==> config.mk <==
export PLATFORM = sky130hd
export DESIGN_NAME = blc_core
export DESIGN_NICKNAME = d
export VERILOG_FILES = /design/src/common/blc_pkg.sv /design/src/verilog/blc_core.sv /design/src/verilog/blc_trk_slot.sv
export SDC_FILE = /design/constraint.sdc
export NUM_CORES = 1
export LEC_CHECK = 0
export BUFFER_PORTS_ARGS = -buffer_cell sky130_fd_sc_hd__buf_2
export CORE_MARGIN = 1.5
export CORE_UTILIZATION = 35
export CTS_CLUSTER_DIAMETER = 150
export CTS_CLUSTER_SIZE = 24
export DETAILED_ROUTE_END_ITERATION = 6
export MAX_ROUTING_LAYER = met4
export PLACE_DENSITY = 0.69
export SYNTH_ARGS = -nofsm -noshare
export SYNTH_HDL_FRONTEND = slang
export SYNTH_SLANG_ARGS = --single-unit
==> constraint.sdc <==
create_clock -name ref_clk -period 2.12 [get_ports ref_clk]
set_input_delay 0.424 -clock ref_clk [delete_from_list [all_inputs] [get_ports ref_clk]]
set_output_delay 0.424 -clock ref_clk [all_outputs]
set_load 0.1 [all_outputs]
==> src/common/blc_pkg.sv <==
// shared types and constants for the landing-marker enforcement unit
package blc_pkg;
   // =====================================================================
   // address slices and widths
   localparam int LA_W          = 64;
   localparam int LA_LO_BIT     = 15; // byte index starts above page-in-byte bits
   localparam int LA_HI_LEGACY  = 31;
   localparam int LA_HI_LONG4   = 47;
   localparam int LA_HI_LONG5   = 56;
   localparam int LA_SEL_HI     = 14;
   localparam int LA_SEL_LO     = 12; // 4K page granule
   localparam int USER_PRIV     = 3;
   localparam logic [1:0] PRIV_USER = 2'h3;
   localparam logic [7:0] GP_CODE_ZERO = 8'h00;
   localparam logic [7:0] BP_VECTOR    = 8'h03;
   // speculation limits past a missing marker
   localparam logic [3:0] SPEC_MAX_INSTR = 4'h7; // fewer than 8
   localparam logic [3:0] SPEC_MAX_LOADS = 4'h5;

   // =====================================================================
   // fault kinds reported to the core
   typedef enum logic [3:0] {
      BLC_FLT_NONE   = 4'h0,
      BLC_FLT_DBTRAP = 4'h1, // data/io/single-step/task-switch trap
      BLC_FLT_CODEBP = 4'h2,
      BLC_FLT_BP     = 4'h3,
      BLC_FLT_CP     = 4'h4,
      BLC_FLT_NM     = 4'h5,
      BLC_FLT_UD     = 4'h6,
      BLC_FLT_GD     = 4'h7,
      BLC_FLT_PF     = 4'h8, // lookup load fault, passed through
      BLC_FLT_GP     = 4'h9
   } blc_fault_e;

   // lookup sequencer, gray along idle->issue->wait
   typedef enum logic [1:0] {
      BLC_ST_IDLE  = 2'b00,
      BLC_ST_ISSUE = 2'b01,
      BLC_ST_WAIT  = 2'b11
   } blc_state_e;

   // per-privilege tracker state
   typedef struct packed {
      logic awaiting_landing;
      logic tracking_paused;
   } blc_trk_s;

   // instruction retiring this cycle
   typedef struct packed {
      logic valid;
      logic landing_marker_instr;
      logic breakpoint_instr;
      logic indirect_branch;
      logic no_track_prefix;
      logic xact_abort;
      logic irq_return_dbg;
      logic acm_entry;       // authenticated-code entry or secure launch
      logic acm_exit;
      logic dbg_trap_pend;
      logic code_bp_pend;
      logic gd_pend;
      logic nm_pend;
      logic ud_pend;
      logic is_load;
   } blc_instr_s;

   // per-privilege control bits
   typedef struct packed {
      logic tracking_enable;
      logic legacy_treatment_enable;
      logic no_pause_ctrl;
   } blc_ctrl_s;

   // bitmap byte load request
   typedef struct packed {
      logic        valid;
      logic [63:0] addr;
      logic        addr64;
      logic [1:0]  priv;
   } blc_ld_s;
endpackage

==> src/verilog/blc_core.sv <==
// landing-marker enforcement unit with legacy page-map fallback
module blc_core
   import blc_pkg::*;
(
   input  wire logic          ref_clk,
   input  wire logic          rst_b,
   input  blc_instr_s         instr,
   input  wire logic [1:0]    current_priv_level,
   input  blc_ctrl_s          user_ctrl,
   input  blc_ctrl_s          sup_ctrl,
   input  wire logic          global_flow_protect_enable,
   input  wire logic          long_mode_active,
   input  wire logic          code64,
   input  wire logic          five_level_paging,
   input  wire logic          enclave_mode,
   input  wire logic          enclave_opt_in,
   input  wire logic [63:0]   enclave_base_addr,
   input  wire logic [63:0]   linear_instr_pointer,
   input  wire logic [63:0]   legacy_page_map_base,
   input  wire logic          ld_done,
   input  wire logic          ld_fault,
   input  wire logic [7:0]    ld_data,
   output blc_ld_s            ld_req_ff,
   output blc_fault_e         fault_ff,
   output logic [7:0]         fault_code_ff,
   output logic               restart_ff,
   output logic               irq_window_block_ff,
   output logic               global_flow_clear_ff,
   output logic               spec_stall_ff,
   output blc_trk_s           user_trk_ff,
   output blc_trk_s           sup_trk_ff
);
   // =====================================================================
   // privilege select
   logic      is_user;
   blc_ctrl_s ctl;
   blc_trk_s  trk;
   assign is_user = (current_priv_level == PRIV_USER);
   assign ctl     = is_user ? user_ctrl : sup_ctrl;
   assign trk     = is_user ? user_trk_ff : sup_trk_ff;

   logic       track_on;
   assign track_on = global_flow_protect_enable & ctl.tracking_enable;

   // =====================================================================
   // lookup sequencer state
   blc_state_e st_ff;
   blc_state_e nxt_st;
   logic       lk_user_ff;
   logic [2:0] lk_bit_ff;

   // =====================================================================
   // violation detect and fault choice
   logic viol;
   logic bp_enclave_out;
   logic start_lookup;
   blc_fault_e nxt_fault;
   logic [7:0] nxt_code;
   logic       bp_here;
   assign bp_here        = instr.valid & instr.breakpoint_instr;
   // opt-out enclave drops special breakpoint treatment
   assign bp_enclave_out = enclave_mode & ~enclave_opt_in;
   assign viol = instr.valid & track_on & trk.awaiting_landing & ~trk.tracking_paused
                 & ~instr.landing_marker_instr & ~(bp_here & ~bp_enclave_out)
                 & (st_ff == BLC_ST_IDLE);
   assign start_lookup = viol & ctl.legacy_treatment_enable;

   // priority: debug traps, code bp, bp, missing marker, nm, ud, gd
   always_comb begin
      nxt_fault = BLC_FLT_NONE;
      nxt_code  = GP_CODE_ZERO;
      if (instr.valid) begin
         if (instr.dbg_trap_pend) begin
            nxt_fault = BLC_FLT_DBTRAP;
         end else if (instr.code_bp_pend) begin
            nxt_fault = BLC_FLT_CODEBP;
         end else if (bp_here & ~bp_enclave_out) begin
            nxt_fault = BLC_FLT_BP;
            nxt_code  = BP_VECTOR; // enclave: fault class, no gate
         end else if (viol & ~ctl.legacy_treatment_enable) begin
            nxt_fault = BLC_FLT_CP;
         end else if (viol) begin
            nxt_fault = BLC_FLT_NONE; // decided after lookup
         end else if (bp_here) begin
            nxt_fault = BLC_FLT_UD; // opt-out enclave: an opcode fault, below missing marker
         end else if (instr.acm_exit & global_flow_protect_enable) begin
            nxt_fault = BLC_FLT_GP;
         end else if (instr.nm_pend) begin
            nxt_fault = BLC_FLT_NM;
         end else if (instr.ud_pend) begin
            nxt_fault = BLC_FLT_UD;
         end else if (instr.gd_pend) begin
            nxt_fault = BLC_FLT_GD;
         end
      end
   end

   // =====================================================================
   // lookup address: slice selected by mode, enclave relative
   logic [63:0] la;
   logic [63:0] la_idx;
   logic [63:0] nxt_addr;
   assign la = enclave_mode ? (linear_instr_pointer - enclave_base_addr)
                            : linear_instr_pointer;
   always_comb begin
      la_idx = '0;
      if (!(long_mode_active & code64)) begin
         la_idx[LA_HI_LEGACY-LA_LO_BIT:0] = la[LA_HI_LEGACY:LA_LO_BIT];
      end else if (!five_level_paging) begin
         la_idx[LA_HI_LONG4-LA_LO_BIT:0] = la[LA_HI_LONG4:LA_LO_BIT];
      end else begin
         la_idx[LA_HI_LONG5-LA_LO_BIT:0] = la[LA_HI_LONG5:LA_LO_BIT];
      end
   end
   assign nxt_addr = legacy_page_map_base + la_idx;

   // =====================================================================
   // sequencer: issue one byte load, wait for data or fault
   always_comb begin
      nxt_st = st_ff;
      case (st_ff)
         BLC_ST_IDLE:  if (start_lookup) nxt_st = BLC_ST_ISSUE;
         BLC_ST_ISSUE: nxt_st = BLC_ST_WAIT;
         BLC_ST_WAIT:  if (ld_done | ld_fault) nxt_st = BLC_ST_IDLE;
         default:      nxt_st = BLC_ST_IDLE;
      endcase
   end

   always_ff @(posedge ref_clk or negedge rst_b) begin
      if (!rst_b) begin
         st_ff <= BLC_ST_IDLE;
      end else begin
         st_ff <= nxt_st;
      end
   end

   // capture lookup context at the violation
   always_ff @(posedge ref_clk or negedge rst_b) begin
      if (!rst_b) begin
         lk_user_ff <= 1'b0;
         lk_bit_ff  <= '0;
      end else if (start_lookup) begin
         lk_user_ff <= is_user;
         lk_bit_ff  <= la[LA_SEL_HI:LA_SEL_LO];
      end
   end

   // load request: size from long mode, privilege for permission check
   always_ff @(posedge ref_clk or negedge rst_b) begin
      if (!rst_b) begin
         ld_req_ff <= '0;
      end else begin
         ld_req_ff.valid <= start_lookup;
         if (start_lookup) begin
            ld_req_ff.addr   <= long_mode_active ? nxt_addr : 64'(nxt_addr[LA_HI_LEGACY:0]);
            ld_req_ff.addr64 <= long_mode_active;
            ld_req_ff.priv   <= current_priv_level;
         end
      end
   end

   // =====================================================================
   // lookup outcome
   logic lk_resolve;
   logic lk_allow;
   logic lk_deny;
   logic lk_pf;
   blc_ctrl_s lk_ctl;
   assign lk_resolve = (st_ff == BLC_ST_WAIT);
   assign lk_ctl     = lk_user_ff ? user_ctrl : sup_ctrl;
   assign lk_pf      = lk_resolve & ld_fault;
   assign lk_allow   = lk_resolve & ld_done & ~ld_fault & ld_data[lk_bit_ff];
   assign lk_deny    = lk_resolve & ld_done & ~ld_fault & ~ld_data[lk_bit_ff];

   // fault report, one cycle pulse
   always_ff @(posedge ref_clk or negedge rst_b) begin
      if (!rst_b) begin
         fault_ff      <= BLC_FLT_NONE;
         fault_code_ff <= '0;
      end else if (lk_pf) begin
         fault_ff      <= BLC_FLT_PF; // tracker left awaiting
         fault_code_ff <= '0;
      end else if (lk_deny) begin
         fault_ff      <= BLC_FLT_CP;
         fault_code_ff <= '0;
      end else begin
         fault_ff      <= nxt_fault;
         fault_code_ff <= nxt_code;
      end
   end

   // restart with interrupt window held shut on an allowed transfer
   always_ff @(posedge ref_clk or negedge rst_b) begin
      if (!rst_b) begin
         restart_ff          <= 1'b0;
         irq_window_block_ff <= 1'b0;
      end else begin
         restart_ff          <= lk_allow;
         irq_window_block_ff <= lk_allow | (st_ff != BLC_ST_IDLE);
      end
   end

   // global enable clear request on secure entry; never restored here
   always_ff @(posedge ref_clk or negedge rst_b) begin
      if (!rst_b) begin
         global_flow_clear_ff <= 1'b0;
      end else begin
         global_flow_clear_ff <= instr.valid & instr.acm_entry;
      end
   end

   // =====================================================================
   // tracker update terms per privilege
   logic arm;
   logic land;
   logic xabort;
   logic rearm;
   assign xabort = instr.valid & instr.xact_abort;
   // paused trackers stay idle on indirect branches
   assign arm  = instr.valid & track_on & ~trk.tracking_paused & instr.indirect_branch
                 & ~instr.no_track_prefix & ~trk.awaiting_landing;
   assign rearm = instr.valid & instr.irq_return_dbg & track_on & ~trk.tracking_paused;
   assign land = instr.valid & instr.landing_marker_instr & track_on;

   logic u_await;
   logic s_await;
   logic u_idle;
   logic s_idle;
   logic u_pset;
   logic s_pset;
   logic u_pclr;
   logic s_pclr;
   assign u_await = is_user & (arm | rearm);
   assign s_await = ~is_user & (arm | rearm);
   assign u_idle  = xabort | (is_user & land) | (lk_allow & lk_user_ff);
   assign s_idle  = xabort | (~is_user & land) | (lk_allow & ~lk_user_ff);
   assign u_pset  = lk_allow & lk_user_ff & ~user_ctrl.no_pause_ctrl;
   assign s_pset  = lk_allow & ~lk_user_ff & ~sup_ctrl.no_pause_ctrl;
   assign u_pclr  = xabort | (is_user & land);
   assign s_pclr  = xabort | (~is_user & land);

   blc_trk_slot u_user_slot (
      .ref_clk   (ref_clk),
      .rst_b     (rst_b),
      .set_await (u_await),
      .go_idle   (u_idle),
      .set_pause (u_pset),
      .clr_pause (u_pclr),
      .trk_ff    (user_trk_ff)
   );

   blc_trk_slot u_sup_slot (
      .ref_clk   (ref_clk),
      .rst_b     (rst_b),
      .set_await (s_await),
      .go_idle   (s_idle),
      .set_pause (s_pset),
      .clr_pause (s_pclr),
      .trk_ff    (sup_trk_ff)
   );

   // =====================================================================
   // speculation limiter while awaiting a marker
   logic [3:0] spec_i_ff;
   logic [3:0] spec_l_ff;
   logic       spec_arm;
   logic       spec_cnt;
   logic [3:0] nxt_spec_i;
   logic [3:0] nxt_spec_l;
   assign spec_arm = track_on & trk.awaiting_landing & ~trk.tracking_paused;
   // stall is judged on the next counts so the limit is never overshot
   assign spec_cnt   = instr.valid & ~instr.landing_marker_instr & ~spec_stall_ff;
   assign nxt_spec_i = spec_i_ff + {3'h0, spec_cnt};
   assign nxt_spec_l = spec_l_ff + {3'h0, spec_cnt & instr.is_load};
   // counters restart whenever the tracker leaves awaiting
   always_ff @(posedge ref_clk or negedge rst_b) begin
      if (!rst_b) begin
         spec_i_ff <= '0;
         spec_l_ff <= '0;
      end else if (!spec_arm) begin
         spec_i_ff <= '0;
         spec_l_ff <= '0;
      end else begin
         spec_i_ff <= nxt_spec_i;
         spec_l_ff <= nxt_spec_l;
      end
   end
   always_ff @(posedge ref_clk or negedge rst_b) begin
      if (!rst_b) begin
         spec_stall_ff <= 1'b0;
      end else begin
         spec_stall_ff <= spec_arm & ((nxt_spec_i >= SPEC_MAX_INSTR)
                          | (nxt_spec_l >= SPEC_MAX_LOADS));
      end
   end

   // =====================================================================
   // checks
   AST_LOAD_AFTER_VIOL: assert property (@(posedge ref_clk) disable iff (!rst_b)
      start_lookup |=> ld_req_ff.valid && ld_req_ff.addr64 == $past(long_mode_active))
      else $error("map load not issued after violation");
   AST_CP_NO_LEGACY: assert property (@(posedge ref_clk) disable iff (!rst_b)
      (viol && !ctl.legacy_treatment_enable && !instr.dbg_trap_pend && !instr.code_bp_pend)
      |=> fault_ff == BLC_FLT_CP)
      else $error("missing-marker fault not raised without legacy enable");
   AST_BP_BEATS_CP: assert property (@(posedge ref_clk) disable iff (!rst_b)
      (bp_here && !bp_enclave_out && !instr.dbg_trap_pend && !instr.code_bp_pend)
      |=> fault_ff == BLC_FLT_BP)
      else $error("breakpoint not delivered first");
   AST_OPTOUT_UD: assert property (@(posedge ref_clk) disable iff (!rst_b)
      (bp_here && bp_enclave_out && !viol && !instr.dbg_trap_pend && !instr.code_bp_pend)
      |=> fault_ff == BLC_FLT_UD)
      else $error("opt-out enclave breakpoint not undefined-opcode");
   AST_PRIV_PASSED: assert property (@(posedge ref_clk) disable iff (!rst_b)
      start_lookup |=> ld_req_ff.priv == $past(current_priv_level))
      else $error("load privilege differs from current level");
   AST_ALLOW_RESTART: assert property (@(posedge ref_clk) disable iff (!rst_b)
      lk_allow |=> restart_ff && irq_window_block_ff)
      else $error("allowed transfer did not restart");
   AST_PF_KEEPS_WAIT: assert property (@(posedge ref_clk) disable iff (!rst_b)
      (lk_pf && !xabort) |=> fault_ff == BLC_FLT_PF
      && (lk_user_ff ? user_trk_ff.awaiting_landing : sup_trk_ff.awaiting_landing))
      else $error("lookup fault lost awaiting state");
   AST_ABORT_IDLE: assert property (@(posedge ref_clk) disable iff (!rst_b)
      xabort |=> user_trk_ff == '0 && sup_trk_ff == '0)
      else $error("abort did not idle tracker");
   AST_PAUSE_SET: assert property (@(posedge ref_clk) disable iff (!rst_b)
      (lk_allow && lk_user_ff && !xabort && !(is_user && land)) |=>
      user_trk_ff.tracking_paused == !$past(user_ctrl.no_pause_ctrl))
      else $error("pause flag wrong after allowed transfer");
   AST_GP_EXIT: assert property (@(posedge ref_clk) disable iff (!rst_b)
      (instr.valid && instr.acm_exit && global_flow_protect_enable && nxt_fault == BLC_FLT_GP)
      |=> fault_ff == BLC_FLT_GP && fault_code_ff == GP_CODE_ZERO)
      else $error("exit with enable set did not fault");
   AST_SPEC_LOADS: assert property (@(posedge ref_clk) disable iff (!rst_b)
      spec_l_ff <= SPEC_MAX_LOADS)
      else $error("speculative loads above limit");
   AST_SPEC_INSTR: assert property (@(posedge ref_clk) disable iff (!rst_b)
      spec_i_ff <= SPEC_MAX_INSTR)
      else $error("speculative instructions above limit");
   COV_ALLOW: cover property (@(posedge ref_clk) disable iff (!rst_b) lk_allow);
   COV_DENY: cover property (@(posedge ref_clk) disable iff (!rst_b) lk_deny);
   COV_PF: cover property (@(posedge ref_clk) disable iff (!rst_b) lk_pf);
   COV_STALL: cover property (@(posedge ref_clk) disable iff (!rst_b) spec_stall_ff);
endmodule

==> src/verilog/blc_trk_slot.sv <==
// one per-privilege tracker slot: awaiting and paused flags
module blc_trk_slot
   import blc_pkg::*;
(
   input  wire logic     ref_clk,
   input  wire logic     rst_b,
   input  wire logic     set_await,
   input  wire logic     go_idle,
   input  wire logic     set_pause,
   input  wire logic     clr_pause,
   output blc_trk_s      trk_ff
);
   // =====================================================================
   // tracker flags; idle wins so a clear never leaves a stale await
   always_ff @(posedge ref_clk or negedge rst_b) begin
      if (!rst_b) begin
         trk_ff <= '0;
      end else begin
         if (go_idle) begin
            trk_ff.awaiting_landing <= 1'b0;
         end else if (set_await) begin
            trk_ff.awaiting_landing <= 1'b1;
         end
         if (clr_pause) begin
            trk_ff.tracking_paused <= 1'b0;
         end else if (set_pause) begin
            trk_ff.tracking_paused <= 1'b1;
         end
      end
   end
endmodule

* Word level (Yosys, flattened, before mapping) *
Index checks and enable logic that the tools add are counted.

operators by class
  reductions and logical operators = 7
  bitwise logic cells = 67
  add/sub/neg operators = 4
  magnitude comparators = 3
  mux-type cells = 40
  equality and inequality tests = 5

operator list
  kind                                                                                 count
  64-bit by 42-bit adder with 64-bit output                                            1
  64-bit two-way mux                                                                   1
  57-bit two-way mux                                                                   1
  57-bit subtractor                                                                    1
  4-bit two-way mux                                                                    12
  1-bit bitwise AND                                                                    44
  8-bit two-way mux                                                                    4
  25-bit two-way mux                                                                   1
  1-bit inverter                                                                       15
  3-bit two-way mux                                                                    4
  2-bit two-way mux                                                                    5
  2-bit nonzero test                                                                   5
  1-bit two-way mux                                                                    9
  9-bit two-way mux                                                                    1
  4-bit by 1-bit adder with 4-bit output                                               2
  4-bit by 3-bit greater-or-equal comparator with 1-bit output, second input constant  2
  1-bit bitwise OR                                                                     8
  2-bit one-hot mux with 3 select lines                                                1
  2-bit equality test, second input constant                                           2
  3-bit by 4-bit < comparator with 1-bit output, second input constant                 1
  1-bit binary-select mux with 3-bit select                                            1
  2-bit by 1-bit equality test with 1-bit output, second input constant                1
  2-bit logical NOT                                                                    1
  2-bit by 1-bit inequality test with 1-bit output, second input constant              1
  2 further kinds                                                                      2

storage, ports and cells
  flip-flop bits (word level) = 102
  output and inout port bits = 88
  logic and storage cells = 145
  input port bits = 233

* Logic depth before layout (Yosys ltp) *
Gate-level depths: netlist of the first run.

  word-level depth = 17
  mapped depth = 28
  mapped depth without buffers = 25

* Cells and area by module *
From an unflattened synthesis of the first run, not the netlist that was laid out.

second synthesis, totals
  cell total of the unflattened synthesis = 1277
  area total of the unflattened synthesis = 10109.7 sq um

modules (own cells, without submodules)
  module        times used  cells each  area an instance (sq um)
  blc_core      1           1269        9969.6
  blc_trk_slot  2           4           70.1

* Least setup slack after synthesis of the first run *
Ideal clock, no wire load.

  path type = input to register
  from = input enclave_base_addr[23]
  to = register ld_req_ff[56] in the netlist's numbering
  setup time = 132 ps
  data arrival time = 4992 ps
  setup slack = -3004 ps
  required time = 1988 ps
  stages on the path = 27
  path buffers = 2
  cells stage by stage = inv_1 > ha_1 > clkbuf_1 > a21oi_1 > o21ai_1 > a221o_1 > a21oi_1 > inv_1 > a31o_2 > a21oi_1 > o21ai_1 > a311oi_1 > xor2_1 > o21ai_1 > ha_1 > a21o_1 > a21o_1 > a21oi_1 > o21ai_1 > a221o_1 > a21o_1 > o2bb2ai_1 > a221oi_2 > buf_2 > nor3_1 > xnor2_1 > o21ai_1

between the ends
  word-level cells in the longest chain between the ends = 6

ends and longest elaborated chain
  what                                         line             RTL
  start, declared                              blc_core.sv:17   input wire logic [63:0] enclave_base_addr,
  57-bit subtractor *                          blc_core.sv:103  assign la = enclave_mode ? (linear_instr_pointer - enclave_base_addr)
  57-bit two-way mux *                         blc_core.sv:103
  9-bit two-way mux                            blc_core.sv:109  end else if (!five_level_paging) begin
  25-bit two-way mux                           blc_core.sv:107  if (!(long_mode_active & code64)) begin
  64-bit by 42-bit adder with 64-bit output *  blc_core.sv:115  assign nxt_addr = legacy_page_map_base + la_idx;
  64-bit two-way mux *                         blc_core.sv:155  ld_req_ff.addr <= long_mode_active ? nxt_addr : 64'(nxt_addr[LA_HI_LEGACY:0]);
  end, declared                                blc_core.sv:23   output blc_ld_s ld_req_ff,

Every way passes the cells marked *; elsewhere a longest branch is shown, timed or not.
A chain may end at the register's enable or synchronous reset.

* Worst setup path in the final report of the first run *
  from = input linear_instr_pointer[6]
  to = register ld_req_ff[49] in the netlist's numbering

between the ends
  word-level cells in the longest chain between the ends = 6

ends and longest elaborated chain
  what                                         line             RTL
  start, declared                              blc_core.sv:18   input wire logic [63:0] linear_instr_pointer,
  57-bit subtractor *                          blc_core.sv:103
  57-bit two-way mux *                         blc_core.sv:103
  9-bit two-way mux                            blc_core.sv:109
  25-bit two-way mux                           blc_core.sv:107
  64-bit by 42-bit adder with 64-bit output *  blc_core.sv:115
  64-bit two-way mux *                         blc_core.sv:155

Marks and branches as above.

==> results of run 1 <==
## area by class of cell
| cell class | instances | area [sq um] | share of cell area [%] |
|---|---|---|---|
| antenna | 11 | 27.5 | 0.161 |
| clock buffer | 11 | 243 | 1.42 |
| clock inverter | 4 | 95.1 | 0.557 |
| inverter | 86 | 343 | 2.01 |
| multi-input combinational | 1057 | 8590 | 50.3 |
| sequential | 95 | 2390 | 14.0 |
| tap | 378 | 473 | 2.77 |
| timing repair buffer | 717 | 4920 | 28.8 |
## power groups by stage
stage               clock, W  sequential (W)  combinational [W]
global placement           0         0.00209            0.00470
detailed placement         0         0.00209            0.00476
CTS                  0.00188         0.00206            0.00520
finish               0.00184         0.00206            0.00556
global route         0.00196         0.00208            0.00593
floorplan                  0         0.00305            0.00205
## timing repair
| item | in CTS | in global routing |
|---|---|---|
| setup endpoints to repair | 64 | 65 |
| pin swaps | 100 | 108 |
| setup buffers | 43 | 31 |
| resized for setup | 152 | 106 |
| cloned | 2 | 0 |
| hold buffers | 0 | 0 |
## logic make-up after synthesis
logic type | Yosys count
compound gates | 401
xor+xnor | 98
fa+ha+maj | 102
buf+inv | 139
flops | 95
mux | 32
other cells | 1
simple gates | 418
## worst paths after layout
check,from,endpoint,slack (ns),cells past startpoint
max in group asynchronous,rst_b,u_sup_slot.trk_ff[0],1.52,2
min in group ref_clk,instr[5],fault_ff[1],0.29,2
setup / recovery,linear_instr_pointer[6],ld_req_ff[49],-2.76,22
hold reg to reg,ld_req_ff[16],ld_req_ff[16],0.46,2
setup reg to reg,u_user_slot.trk_ff[0],ld_req_ff[63],0.15,8
hold / removal,rst_b,ld_req_ff[56],0.01,1
## synthesized netlist by cell type, types with 4 or more instances
| cell | number | area share, % |
|---|---|---|
| a211oi_1 | 8 | 0.59 |
| a21o_1 | 59 | 4.4 |
| a21oi_1 | 99 | 4.9 |
| a31oi_1 | 16 | 0.99 |
| a41oi_1 | 4 | 0.35 |
| and2_1 | 12 | 0.74 |
| and3_1 | 20 | 1.2 |
| buf_2 | 6 | 0.30 |
| buf_4 | 9 | 0.67 |
| clkbuf_1 | 30 | 1.1 |
| dfrtp_1 | 95 | 24 |
| ha_1 | 101 | 13 |
| inv_1 | 82 | 3.0 |
| mux2_2 | 16 | 1.8 |
| mux2i_1 | 14 | 1.4 |
| nand2_1 | 171 | 6.4 |
| nand2b_1 | 8 | 0.50 |
| nand3_1 | 45 | 2.2 |
| nand3b_1 | 5 | 0.37 |
| nand4_1 | 24 | 1.5 |
| nor2_1 | 68 | 2.5 |
| nor2b_1 | 13 | 0.81 |
| nor3_1 | 18 | 0.89 |
| nor3b_1 | 5 | 0.37 |
| o211ai_1 | 7 | 0.52 |
| o21a_1 | 14 | 1.0 |
| o21ai_0 | 60 | 3.0 |
| o21ai_1 | 50 | 2.5 |
| o21bai_1 | 20 | 1.5 |
| o22ai_1 | 6 | 0.37 |
| o31ai_1 | 14 | 1.0 |
| or2_2 | 9 | 0.56 |
| or3_1 | 5 | 0.31 |
| xnor2_1 | 52 | 4.5 |
| xor2_1 | 46 | 4.0 |
## through the flow
step                TNS [ns]  hold WS [ns]
CTS                  -139.80        0.0236
global route         -154.57        0.0294
floorplan            -135.40         0.128
detailed placement   -177.12         0.394
finish               -146.15        0.0131
global placement     -169.80         0.388
## metal layers
metal / GRT usage, % / wire length (um)
met1: 32.2 / 17000
met2: 41.2 / 17900
met3: 1.76 / 1680
met4: 8.77 / 1150
met5: - / 0
## registers in the layout, summed over array words and instances (netlist names), 2 cells and up
| signal | count |
|---|---|
| spec_l_ff | 4 |
| lk_bit_ff | 3 |
| ld_req_ff | 68 |
| fault_ff | 4 |
| u_user_slot.trk_ff | 2 |
| u_sup_slot.trk_ff | 2 |
| spec_i_ff | 4 |
| st_ff | 2 |
==> metrics.md, run 1 <==
| Metric | Value |
|---|---|
| Outcome | `finished with violations` |
| Remaining DRCs | `0` |
| Fillers | `between 2k and 2.5k` |
| TritonCTS clock tree | `done` |
| Die ar. | `around 30000 sq um` |
| Iter 0 DRT Violations | `691` |
| Net Sw Power | `around 0.0039 W` |
| Input/output buffers | `300` |
| Worst-path fanout max | `6` |
| I/O Pins | `321` |
| Pre-CTS WS | `-3.37 ns` |
| Seq cells post-synth | `95` |
| Post-synth EDFFs | `0` |
| Cell variety after synth | `just under 90` |
| CP max stage delay | `about 0.47 ns` |
| Nets@finish | `roughly 2.3k` |
| Synth Cell Area | `10100 sq um` |
| Crit-path cells | `buf_6, ha_4, a21o_1, or3_4, a31oi_4, a31oi_4, or2_4, xor2_1, mux2_4, fa_2, a21o_1, a21oi_4, o21bai_4, a2111oi_4, nor3_4, o21ai_2, a31oi_2, o32a_4, buf_12, nand2_2, xor2_1, o31ai_1` |
| Clock Latency Late Sink | `about 0.34 ns` |
| Final WL | `about 38000 um` |
| GPL Wtd Cong | `0.926` |
| Synth Area in Adders | `12.7%` |
| Commonest non-fill, non-tap cells in the layout | `buf_4 (373), buf_2 (289), nand2_1 (165), dfrtp_1 (90), o21ai_1 (73)` |
| Final setup margin | `-2.76 ns` |
| Mux share of post-synthesis cell area | `under 10%` |
| Worst-Margin Slew | `between 0.5 and 0.6 ns` |
| Largest family of logic cells by synthesized area | `compound AO/OA/AOI/OAI gates` |
| Clk pin slew, worst setup/hold paths | `0.07 ns` |
| Hold Path Class | `primary input to asynchronous set/reset pin` |
| Final HPWL DP | `between 30000 and 40000 um` |
| Placed cells | `roughly 2.3k` |
| Crit Path Class | `primary input to flop` |
| Grt ovf | `0` |
| Simple-gate portion of the synthesized area | `roughly 20%` |
| Fin. max-slew vios | `0` |
| Clk_skew | `0.0128 ns` |
| Pwr dens | `roughly 550 nW/um^2` |
| Crit path buffers/inverters | `2` |
| Vias in the first global route | `roughly 12k` |
| Via density | `5.11` |
| Comb pwr share | `between 50% and 60%` |
| Initial antenna violation count | `11` |
| Inserted Clock Buffers | `9` |
| Clock share of power | `about a fifth` |
| Critical path's slowest cell | `a2111oi_4` |
| Leakage | `around 9 nW` |
| Chip height | `between 150 and 200 um` |
| Final Hold Fails | `0` |
| Area Growth Syn to Fin | `69.1%` |
| Final ANT Viol Nets | `0` |
| Sw Share | `between 40% and 50%` |
| Register share of total power | `between 20% and 30%` |
| Layout cells sized above 1 | `between 50% and 60%` |
| Mean post-synth cell area | `7.85 sq um` |
| Main synth FF type | `dfrtp_1` |
| Worst path required time | `2.36 ns` |
| Chip Width | `approximately 170 um` |
| First-pass GRT wire length | `a little under 60000 um` |
| Register area share after synthesis | `23.5%` |
| Core Region | `28100 sq um` |
| Total power | `around 0.0095 W` |
| Wirelength per Cell | `roughly 16 um` |
| Initial Util | `35.9%` |
| RSZ-0062 raised after global routing | `yes` |
| Failing checks | `setup timing` |
| Compound-cell area share of the yosys netlist | `25.9%` |
| Clk sinks | `between 90 and 100` |
| Critical path data arrival time | `approximately 5.1 ns` |
| Fmax | `about 210 MHz` |
| Htree depth | `3` |
| CP endpoint kind | `flop` |
| Synth Instances | `roughly 1.3k` |
| All-Layer GR Usage | `24.9%` |
| Slew HR | `approximately two thirds` |
| Period minus WS final | `~4.9 ns` |
| Synthesized-area fraction occupied by xor and xnor cells | `~8.5%` |
| Final clock period utilization by the worst path | `230%` |
| Row count | `61` |
| Post-route cell area | `between 15000 and 20000 sq um` |
| Non-Filler Instances | `2359` |
| Setup violators final | `65` |
| Peak VDD IR | `between 0.3 and 0.4 mV` |
| Internal Pwr Total | `approximately 0.0055 W` |
| Async SR Flop Fraction | `100%` |
| Most common cell after layout, fill and taps aside | `buf_4` |
| Nature of the critical path startpoint | `primary input` |
| Max-Cap Viols | `0` |
| DRT Pass-1 Iters | `5` |
| Longest Clk Path Bufs | `2` |
| Vias post-DR | `roughly 12k` |
| Cell Area, Placed | `15100 sq um` |
| Crit-path leading delay family | `compound AO/OA/AOI/OAI gates` |
| Yosys warns | `0` |
| Final Core Density | `60.8%` |
| Largest net degree at the start of global routing | `46` |
| Root Buffer Master | `clkbuf_16` |
Power figures use the tool's default switching activity.
==> run 2: changes to the inputs <==
--- a/config.mk
+++ b/config.mk
@@ -7,12 +7,12 @@
 export LEC_CHECK = 0
 export BUFFER_PORTS_ARGS = -buffer_cell sky130_fd_sc_hd__buf_2
 export CORE_MARGIN = 1.5
-export CORE_UTILIZATION = 35
+export CORE_UTILIZATION = 48
 export CTS_CLUSTER_DIAMETER = 150
 export CTS_CLUSTER_SIZE = 24
 export DETAILED_ROUTE_END_ITERATION = 6
 export MAX_ROUTING_LAYER = met4
-export PLACE_DENSITY = 0.69
+export PLACE_DENSITY = 0.87
 export SYNTH_ARGS = -nofsm -noshare
 export SYNTH_HDL_FRONTEND = slang
 export SYNTH_SLANG_ARGS = --single-unit
==> run 2 against run 1 <==
Against the previous run: the flow finishes with violations (DRC, setup timing); largest cell class unchanged; critical path depth increased by 2; critical endpoint is now ld_req_ff[45]; largest power group unchanged; fmax decreased by 8.6%; worst setup slack got worse by 0.46 ns.
==> metrics.md, run 2 (synthesis results as in run 1) <==
| Metric | Value |
|---|---|
| First-pass GRT wire length | `a little over 60000 um` |
| Crit Path Class | `primary input to flop` |
| Cell mode on critical path | `buf_4` |
| Crit path buffers/inverters | `5` |
| Initial Util | `between 40% and 50%` |
| Die ar. | `~22000 sq um` |
| Failing checks | `DRC, setup timing` |
| All-Layer GR Usage | `between 30% and 40%` |
| Critical path data arrival time | `roughly 5.6 ns` |
| Biggest register | `ld_req_ff` |
| Leakage | `about 8.5 nW` |
| Clk sinks | `95` |
| I/O Pins | `~320` |
| Inserted Clock Buffers | `9` |
| Final clock period utilization by the worst path | `252%` |
| Cell Area, Placed | `15000 sq um` |
| Critical path's slowest cell | `a2111oi_4` |
| Commonest non-fill, non-tap cells in the layout | `buf_4 (402), buf_2 (292), nand2_1 (169), dfrtp_1 (90), o21ai_1 (76)` |
| Final Hold Fails | `0` |
| TritonCTS clock tree | `done` |
| Worst hold slack | `~0.027 ns` |
| Total power | `slightly above 0.009 W` |
| Fin. max-slew vios | `0` |
| Area Growth Syn to Fin | `63.2%` |
| Crit-path cells | `buf_2, inv_1, ha_4, a211oi_2, o21ai_0, o211ai_1, a31oi_4, buf_4, buf_4, or2_4, xor2_1, mux2_4, fa_2, a21o_1, a21oi_4, o21bai_4, a2111oi_4, nor3_2, o21ai_2, a31oi_2, o32a_1, buf_12, xnor2_1, o31ai_1` |
| Via density | `6.03` |
| Row count | `52` |
| Fillers | `~1.2k` |
| Vias in the first global route | `approximately 13k` |
| Final setup margin | `-3.22 ns` |
| Post-route cell area | `roughly 16000 sq um` |
| Vias post-DR | `13.5k` |
| RSZ-0062 raised after global routing | `yes` |
| Layout cells sized above 1 | `between 40% and 50%` |
| Worst path required time | `~2.4 ns` |
| Worst-Margin Slew | `slightly below 0.6 ns` |
| Fmax | `between 150 and 200 MHz` |
| Final WL | `approximately 45000 um` |
| Wirelength per Cell | `just over 20 um` |
| DRT Pass-1 Iters | `7` |
| Clock Latency Late Sink | `roughly 0.34 ns` |
| Final HPWL DP | `just over 30000 um` |
| Peak VDD IR | `0.403 mV` |
| Largest register FFs | `68` |
| Chip Width | `148 um` |
| Clk_skew | `roughly 0.013 ns` |
| Period minus WS final | `5.34 ns` |
| Crit-path leading delay family | `compound AO/OA/AOI/OAI gates` |
| Htree depth | `3` |
| Final ANT Viol Nets | `0` |
| Core Region | `20400 sq um` |
| Remaining DRCs | `3` |
| Non-Filler Instances | `roughly 2.2k` |
| Grt ovf | `0` |
| Iter 0 DRT Violations | `between 1k and 1.5k` |
| CP max stage delay | `around 0.51 ns` |
| GPL Wtd Cong | `between 0.9 and 1` |
| Chip height | `approximately 150 um` |
| Input/output buffers | `300` |
| Clk pin slew, worst setup/hold paths | `about 0.080 ns` |
| Most common cell after layout, fill and taps aside | `buf_4` |
| Root Buffer Master | `clkbuf_16` |
| Setup violators final | `67` |
| Largest net degree at the start of global routing | `43` |
| Max-Cap Viols | `0` |
| Placed cells | `roughly 2.2k` |
| Pwr dens | `563 nW/um^2` |
| Outcome | `finished with violations` |
| Slew HR | `between 60% and 70%` |
| Initial antenna violation count | `8` |
| CP endpoint kind | `flop` |
| Nets@finish | `roughly 2.3k` |
| Worst-path fanout max | `11` |
| Nature of the critical path startpoint | `primary input` |
| Hold-fix buffers, CTS | `0` |
| Hold Path Class | `primary input to asynchronous set/reset pin` |
| Longest Clk Path Bufs | `2` |
==> run 2: cell count changes in the layout (fill, tap and decap cells not counted), moves of 7 or more <==
cell	previous run	this run
xnor2_2	17	9
xor2_2	2	9
buf_6	49	13
buf_4	373	402
xor2_1	44	37
a21oi_2	32	20
a21oi_1	62	74
==> run 2: timing repair <==
action	in CTS	in global routing
gates cloned	1	0
pin swaps	61	32
endpoints found under the setup margin	65	67
setup buffers	30	20
resized for setup	97	64
==> run 2: worst paths after layout <==
| kind | start | endpoint | slack (ns) | depth (start not counted) |
|---|---|---|---|---|
| max | enclave_base_addr[8] | ld_req_ff[45] | -3.22 | 24 |
| min | rst_b | ld_req_ff[53] | 0.03 | 1 |
| max reg2reg | u_user_slot.trk_ff[0] | ld_req_ff[45] | 0.11 | 6 |
| min reg2reg | ld_req_ff[19] | ld_req_ff[19] | 0.48 | 2 |
| max in group asynchronous | rst_b | ld_req_ff[11] | 1.50 | 2 |
| min in group ref_clk | instr[5] | fault_ff[1] | 0.29 | 2 |
==> run 2: metrics by stage <==
| stage | setup WS, ns | TNS [ns] | utilization, % |
|---|---|---|---|
| finish | -3.22 | -176.95 | 80.7 |
| global route | -3.36 | -183.37 | 80.6 |
| CTS | -2.74 | -147.12 | 78.1 |
| detailed placement | -3.28 | -177.53 | 73.5 |
| global placement | -3.17 | -170.36 | 73.5 |
| floorplan | -2.63 | -135.40 | - |
==> run 2: final cells by class <==
| type | instances | area, sq um | share of cell area [%] |
|---|---|---|---|
| multi-input cells | 1057 | 8380 | 50.8 |
| repair buffers | 713 | 4740 | 28.8 |
| flip-flops and latches | 95 | 2390 | 14.5 |
| inverters | 86 | 338 | 2.05 |
| well taps | 270 | 338 | 2.05 |
| clock buffers | 11 | 233 | 1.41 |
| clock inverters | 5 | 35.0 | 0.213 |
| diodes | 11 | 27.5 | 0.167 |
==> run 2: routing by layer <==
metal	track usage, %	vias to the layer above	part of all wire, %
li1	-	5953	-
met1	42.3	6238	37
met2	60.3	1015	46
met3	3.92	341	9.5
met4	18.2	0	7.0
met5	-	-	0
==> run 2: report_power, final <==
group | leakage, nW | internal (W) | switching (W) | total [W]
clock network | 0.118 | 0.000794 | 0.000683 | 0.00148
registers | 1.30 | 0.00196 | 0.000107 | 0.00207
logic | 7.13 | 0.00233 | 0.00340 | 0.00573
==> run 2: worst register-to-register path: cells and delay by family (launching register included) <==
kind,cells,cell delay (ns)
simple gates,3,0.61
compound gates,2,0.54
flops,1,0.49
buf+inv,1,0.28
==> run 3: changes to the inputs <==
--- a/config.mk
+++ b/config.mk
@@ -7,12 +7,13 @@
 export LEC_CHECK = 0
 export BUFFER_PORTS_ARGS = -buffer_cell sky130_fd_sc_hd__buf_2
 export CORE_MARGIN = 1.5
-export CORE_UTILIZATION = 48
+export CORE_UTILIZATION = 50
 export CTS_CLUSTER_DIAMETER = 150
 export CTS_CLUSTER_SIZE = 24
 export DETAILED_ROUTE_END_ITERATION = 6
 export MAX_ROUTING_LAYER = met4
 export PLACE_DENSITY = 0.87
+export RECOVER_POWER = 50
 export SYNTH_ARGS = -nofsm -noshare
 export SYNTH_HDL_FRONTEND = slang
 export SYNTH_SLANG_ARGS = --single-unit
==> constraint.sdc (replaced) <==
create_clock -name ref_clk -period 6.17 [get_ports ref_clk]
set_input_delay 1.234 -clock ref_clk [delete_from_list [all_inputs] [get_ports ref_clk]]
set_output_delay 1.234 -clock ref_clk [all_outputs]
set_load 0.1 [all_outputs]
==> run 3 against run 2 <==
Against the previous run: the flow finishes with violations (capacitance limit, slew limit); wire length is 29% lower; worst hold slack improved by 0.45 ns; combinational power is 75% lower; clock skew decreased by 0.0084 ns; via count decreased by 18%; critical path depth grew 4; clock-buffer cell count increased by 2; critical endpoint is now ld_req_ff[47].
==> metrics.md, run 3 (synthesis results as in run 1) <==
| Metric | Value |
|---|---|
| DRT Pass-1 Iters | `5` |
| Max-Cap Viols | `1` |
| Peak VDD IR | `0.119 mV` |
| Nature of the critical path startpoint | `primary input` |
| Clk pin slew, worst setup/hold paths | `0.06 ns` |
| Final ANT Viol Nets | `0` |
| Worst-Margin Slew | `around 2.4 ns` |
| Core Region | `a little under 20000 sq um` |
| Wirelength per Cell | `roughly 16 um` |
| CP endpoint kind | `flop` |
| Inserted Clock Buffers | `9` |
| Via density | `between 5 and 6` |
| Cell Area, Placed | `12700 sq um` |
| GPL Wtd Cong | `around 1` |
| Largest net degree at the start of global routing | `58` |
| Chip height | `145 um` |
| Vias in the first global route | `roughly 11k` |
| First-pass GRT wire length | `about 50000 um` |
| Initial antenna violation count | `10` |
| Cells on worst reg2reg path | `7` |
| Row count | `just over 50` |
| Fillers | `1693` |
| TritonCTS clock tree | `done` |
| Die ar. | `~21000 sq um` |
| Setup violators final | `0` |
| All-Layer GR Usage | `a little under a third` |
| Clk_skew | `between 0.004 and 0.005 ns` |
| Worst Hold Path Cells | `2` |
| Nets@finish | `2024` |
| Longest Clk Path Bufs | `2` |
| Final HPWL DP | `26200 um` |
| Net Sw Power | `between 0.001 and 0.0015 W` |
| Failing checks | `capacitance limit, slew limit` |
| Biggest register | `ld_req_ff` |
| Final WL | `~32000 um` |
| Layout cells sized above 1 | `30.3%` |
| Area Growth Syn to Fin | `31.6%` |
| Final Core Density | `67.6%` |
| Commonest non-fill, non-tap cells in the layout | `buf_2 (271), nand2_1 (171), buf_4 (137), ha_1 (95), dfrtp_1 (95)` |
| Grt ovf | `0` |
| Non-Filler Instances | `about 2k` |
| Outcome | `finished with violations` |
| Placed cells | `approximately 1.9k` |
| Fin. max-slew vios | `48` |
| Largest register FFs | `between 60 and 70` |
| Critical path data arrival time | `6.25 ns` |
| Crit Path Class | `primary input to flop` |
| Comb pwr share | `between 50% and 60%` |
| Clk sinks | `95` |
| Sw Share | `approximately 45%` |
| Chip Width | `between 100 and 150 um` |
| Internal Pwr Total | `approximately 0.0015 W` |
| Initial Util | `roughly half` |
| Leakage | `6.89 nW` |
| Slew HR | `-60.6%` |
| Iter 0 DRT Violations | `between 700 and 800` |
| Worst-path fanout max | `11` |
| Vias post-DR | `~11k` |
| Htree depth | `3` |
| Fmax | `166 MHz` |
| Clock share of power | `roughly a fifth` |
| Input/output buffers | `300` |
| Period minus WS final | `about 6.0 ns` |
| Pwr dens | `about 200 nW/um^2` |
| Root Buffer Master | `clkbuf_16` |
| Register share of total power | `between 20% and 30%` |
| Clock Latency Late Sink | `0.33 ns` |
| Final clock period utilization by the worst path | `about 97%` |
| I/O Pins | `321` |
| Worst path required time | `6.41 ns` |
| Hold Path Class | `flop to flop` |
| Most common cell after layout, fill and taps aside | `buf_2` |
| Final Hold Fails | `0` |
| Remaining DRCs | `0` |
| Post-route cell area | `13300 sq um` |
-- run 3: cell count changes in the layout (fill, tap and decap cells not counted), moves of 11 or more --
cell / change
a21oi_1: +16
buf_4: -265
ha_1: +24
xnor2_1: +12
a21oi_2: -11
o21ai_1: -26
buf_2: -21
ha_4: -23
clkbuf_1: +30
o21ai_0: +34
buf_6: -13
-- run 3: stage by stage --
step | setup WS (ns) | hold slack [ns] | power (W) | TNS (ns)
detailed placement | -0.396 | 0.460 | 0.00212 | -9.26
global route | -0.0569 | 0.496 | 0.00282 | -0.197
CTS | 0.0420 | 0.474 | 0.00265 | 0
finish | 0.158 | 0.473 | 0.00268 | 0
floorplan | 0.236 | 0.457 | 0.00169 | 0
global placement | -0.281 | 0.445 | 0.00209 | -5.03
-- run 3: final timing paths --
path                                           start       endpoint  slack (ns)
min in group asynchronous                      rst_b  ld_req_ff[53]        1.62
worst max register to register  u_sup_slot.trk_ff[0]  ld_req_ff[51]        3.10
max in group asynchronous                      rst_b  ld_req_ff[33]        2.31
worst max-delay path            enclave_base_addr[6]  ld_req_ff[47]        0.16
worst min register to register         ld_req_ff[31]  ld_req_ff[31]        0.47
worst min-delay path                   ld_req_ff[31]  ld_req_ff[31]        0.47
-- run 3: area by class of cell --
| cell class | count | area, sq um | share of cell area, % |
|---|---|---|---|
| Multi-Input combinational cell | 1057 | 7430 | 55.9 |
| Clock inverter | 3 | 17.5 | 0.132 |
| Timing Repair Buffer | 440 | 2520 | 19.0 |
| Inverter | 86 | 323 | 2.43 |
| Clock buffer | 13 | 260 | 1.96 |
| Sequential cell | 95 | 2380 | 17.9 |
| Antenna cell | 10 | 25.0 | 0.188 |
| Tap cell | 265 | 332 | 2.50 |
-- run 3: what timing repair did --
action / in CTS / in global routing
endpoints found under the hold margin: 0 / 0
resized for setup: 1 / 46
cloned: 0 / 1
endpoints found under the setup margin: 6 / 36
setup buffers: 0 / 1
pin swaps: 1 / 32
hold buffers: 0 / 0
-- run 3: power groups by stage --
| stage | clock network, W | registers [W] | logic (W) |
|---|---|---|---|
| 2_1_floorplan | 0 | 0.00105 | 0.000643 |
| 3_3_place_gp | 0 | 0.000712 | 0.00138 |
| 3_5_place_dp | 0 | 0.000716 | 0.00140 |
| 4_1_cts | 0.000530 | 0.000705 | 0.00141 |
| 5_1_grt | 0.000554 | 0.000711 | 0.00156 |
| 6_report | 0.000513 | 0.000705 | 0.00146 |
-- run 3: critical path: stages --
cell      delay, ns
buf_2          0.09
inv_1          0.09
ha_4           0.22
a21o_1         0.19
or3_4          0.35
a31oi_4        0.22
a31oi_4        0.17
o311a_1        0.33
nand2b_4       0.16
a41oi_4        0.23
buf_4          0.15
o41ai_2        0.06
xnor2_1        0.14
mux2i_1        0.21
nor2_1         0.12
ha_4           0.33
inv_2          0.04
o21bai_1       0.18
a21oi_1        0.12
o21ai_1        0.09
a31oi_1        0.11
o31ai_1        0.38
and2_1         0.21
o32a_1         0.23
buf_12         0.15
nand3_1        0.09
xor2_1         0.15
o31ai_1        0.22
-- run 3: layer usage --
layer  up-vias  wire [um]  GRT usage (%)
li1       5415          -              -
met3        99       2180           3.55
met1      5104      14100           39.0
met2       534      14700           48.5
met4         0       1360           13.0
met5         -          0              -
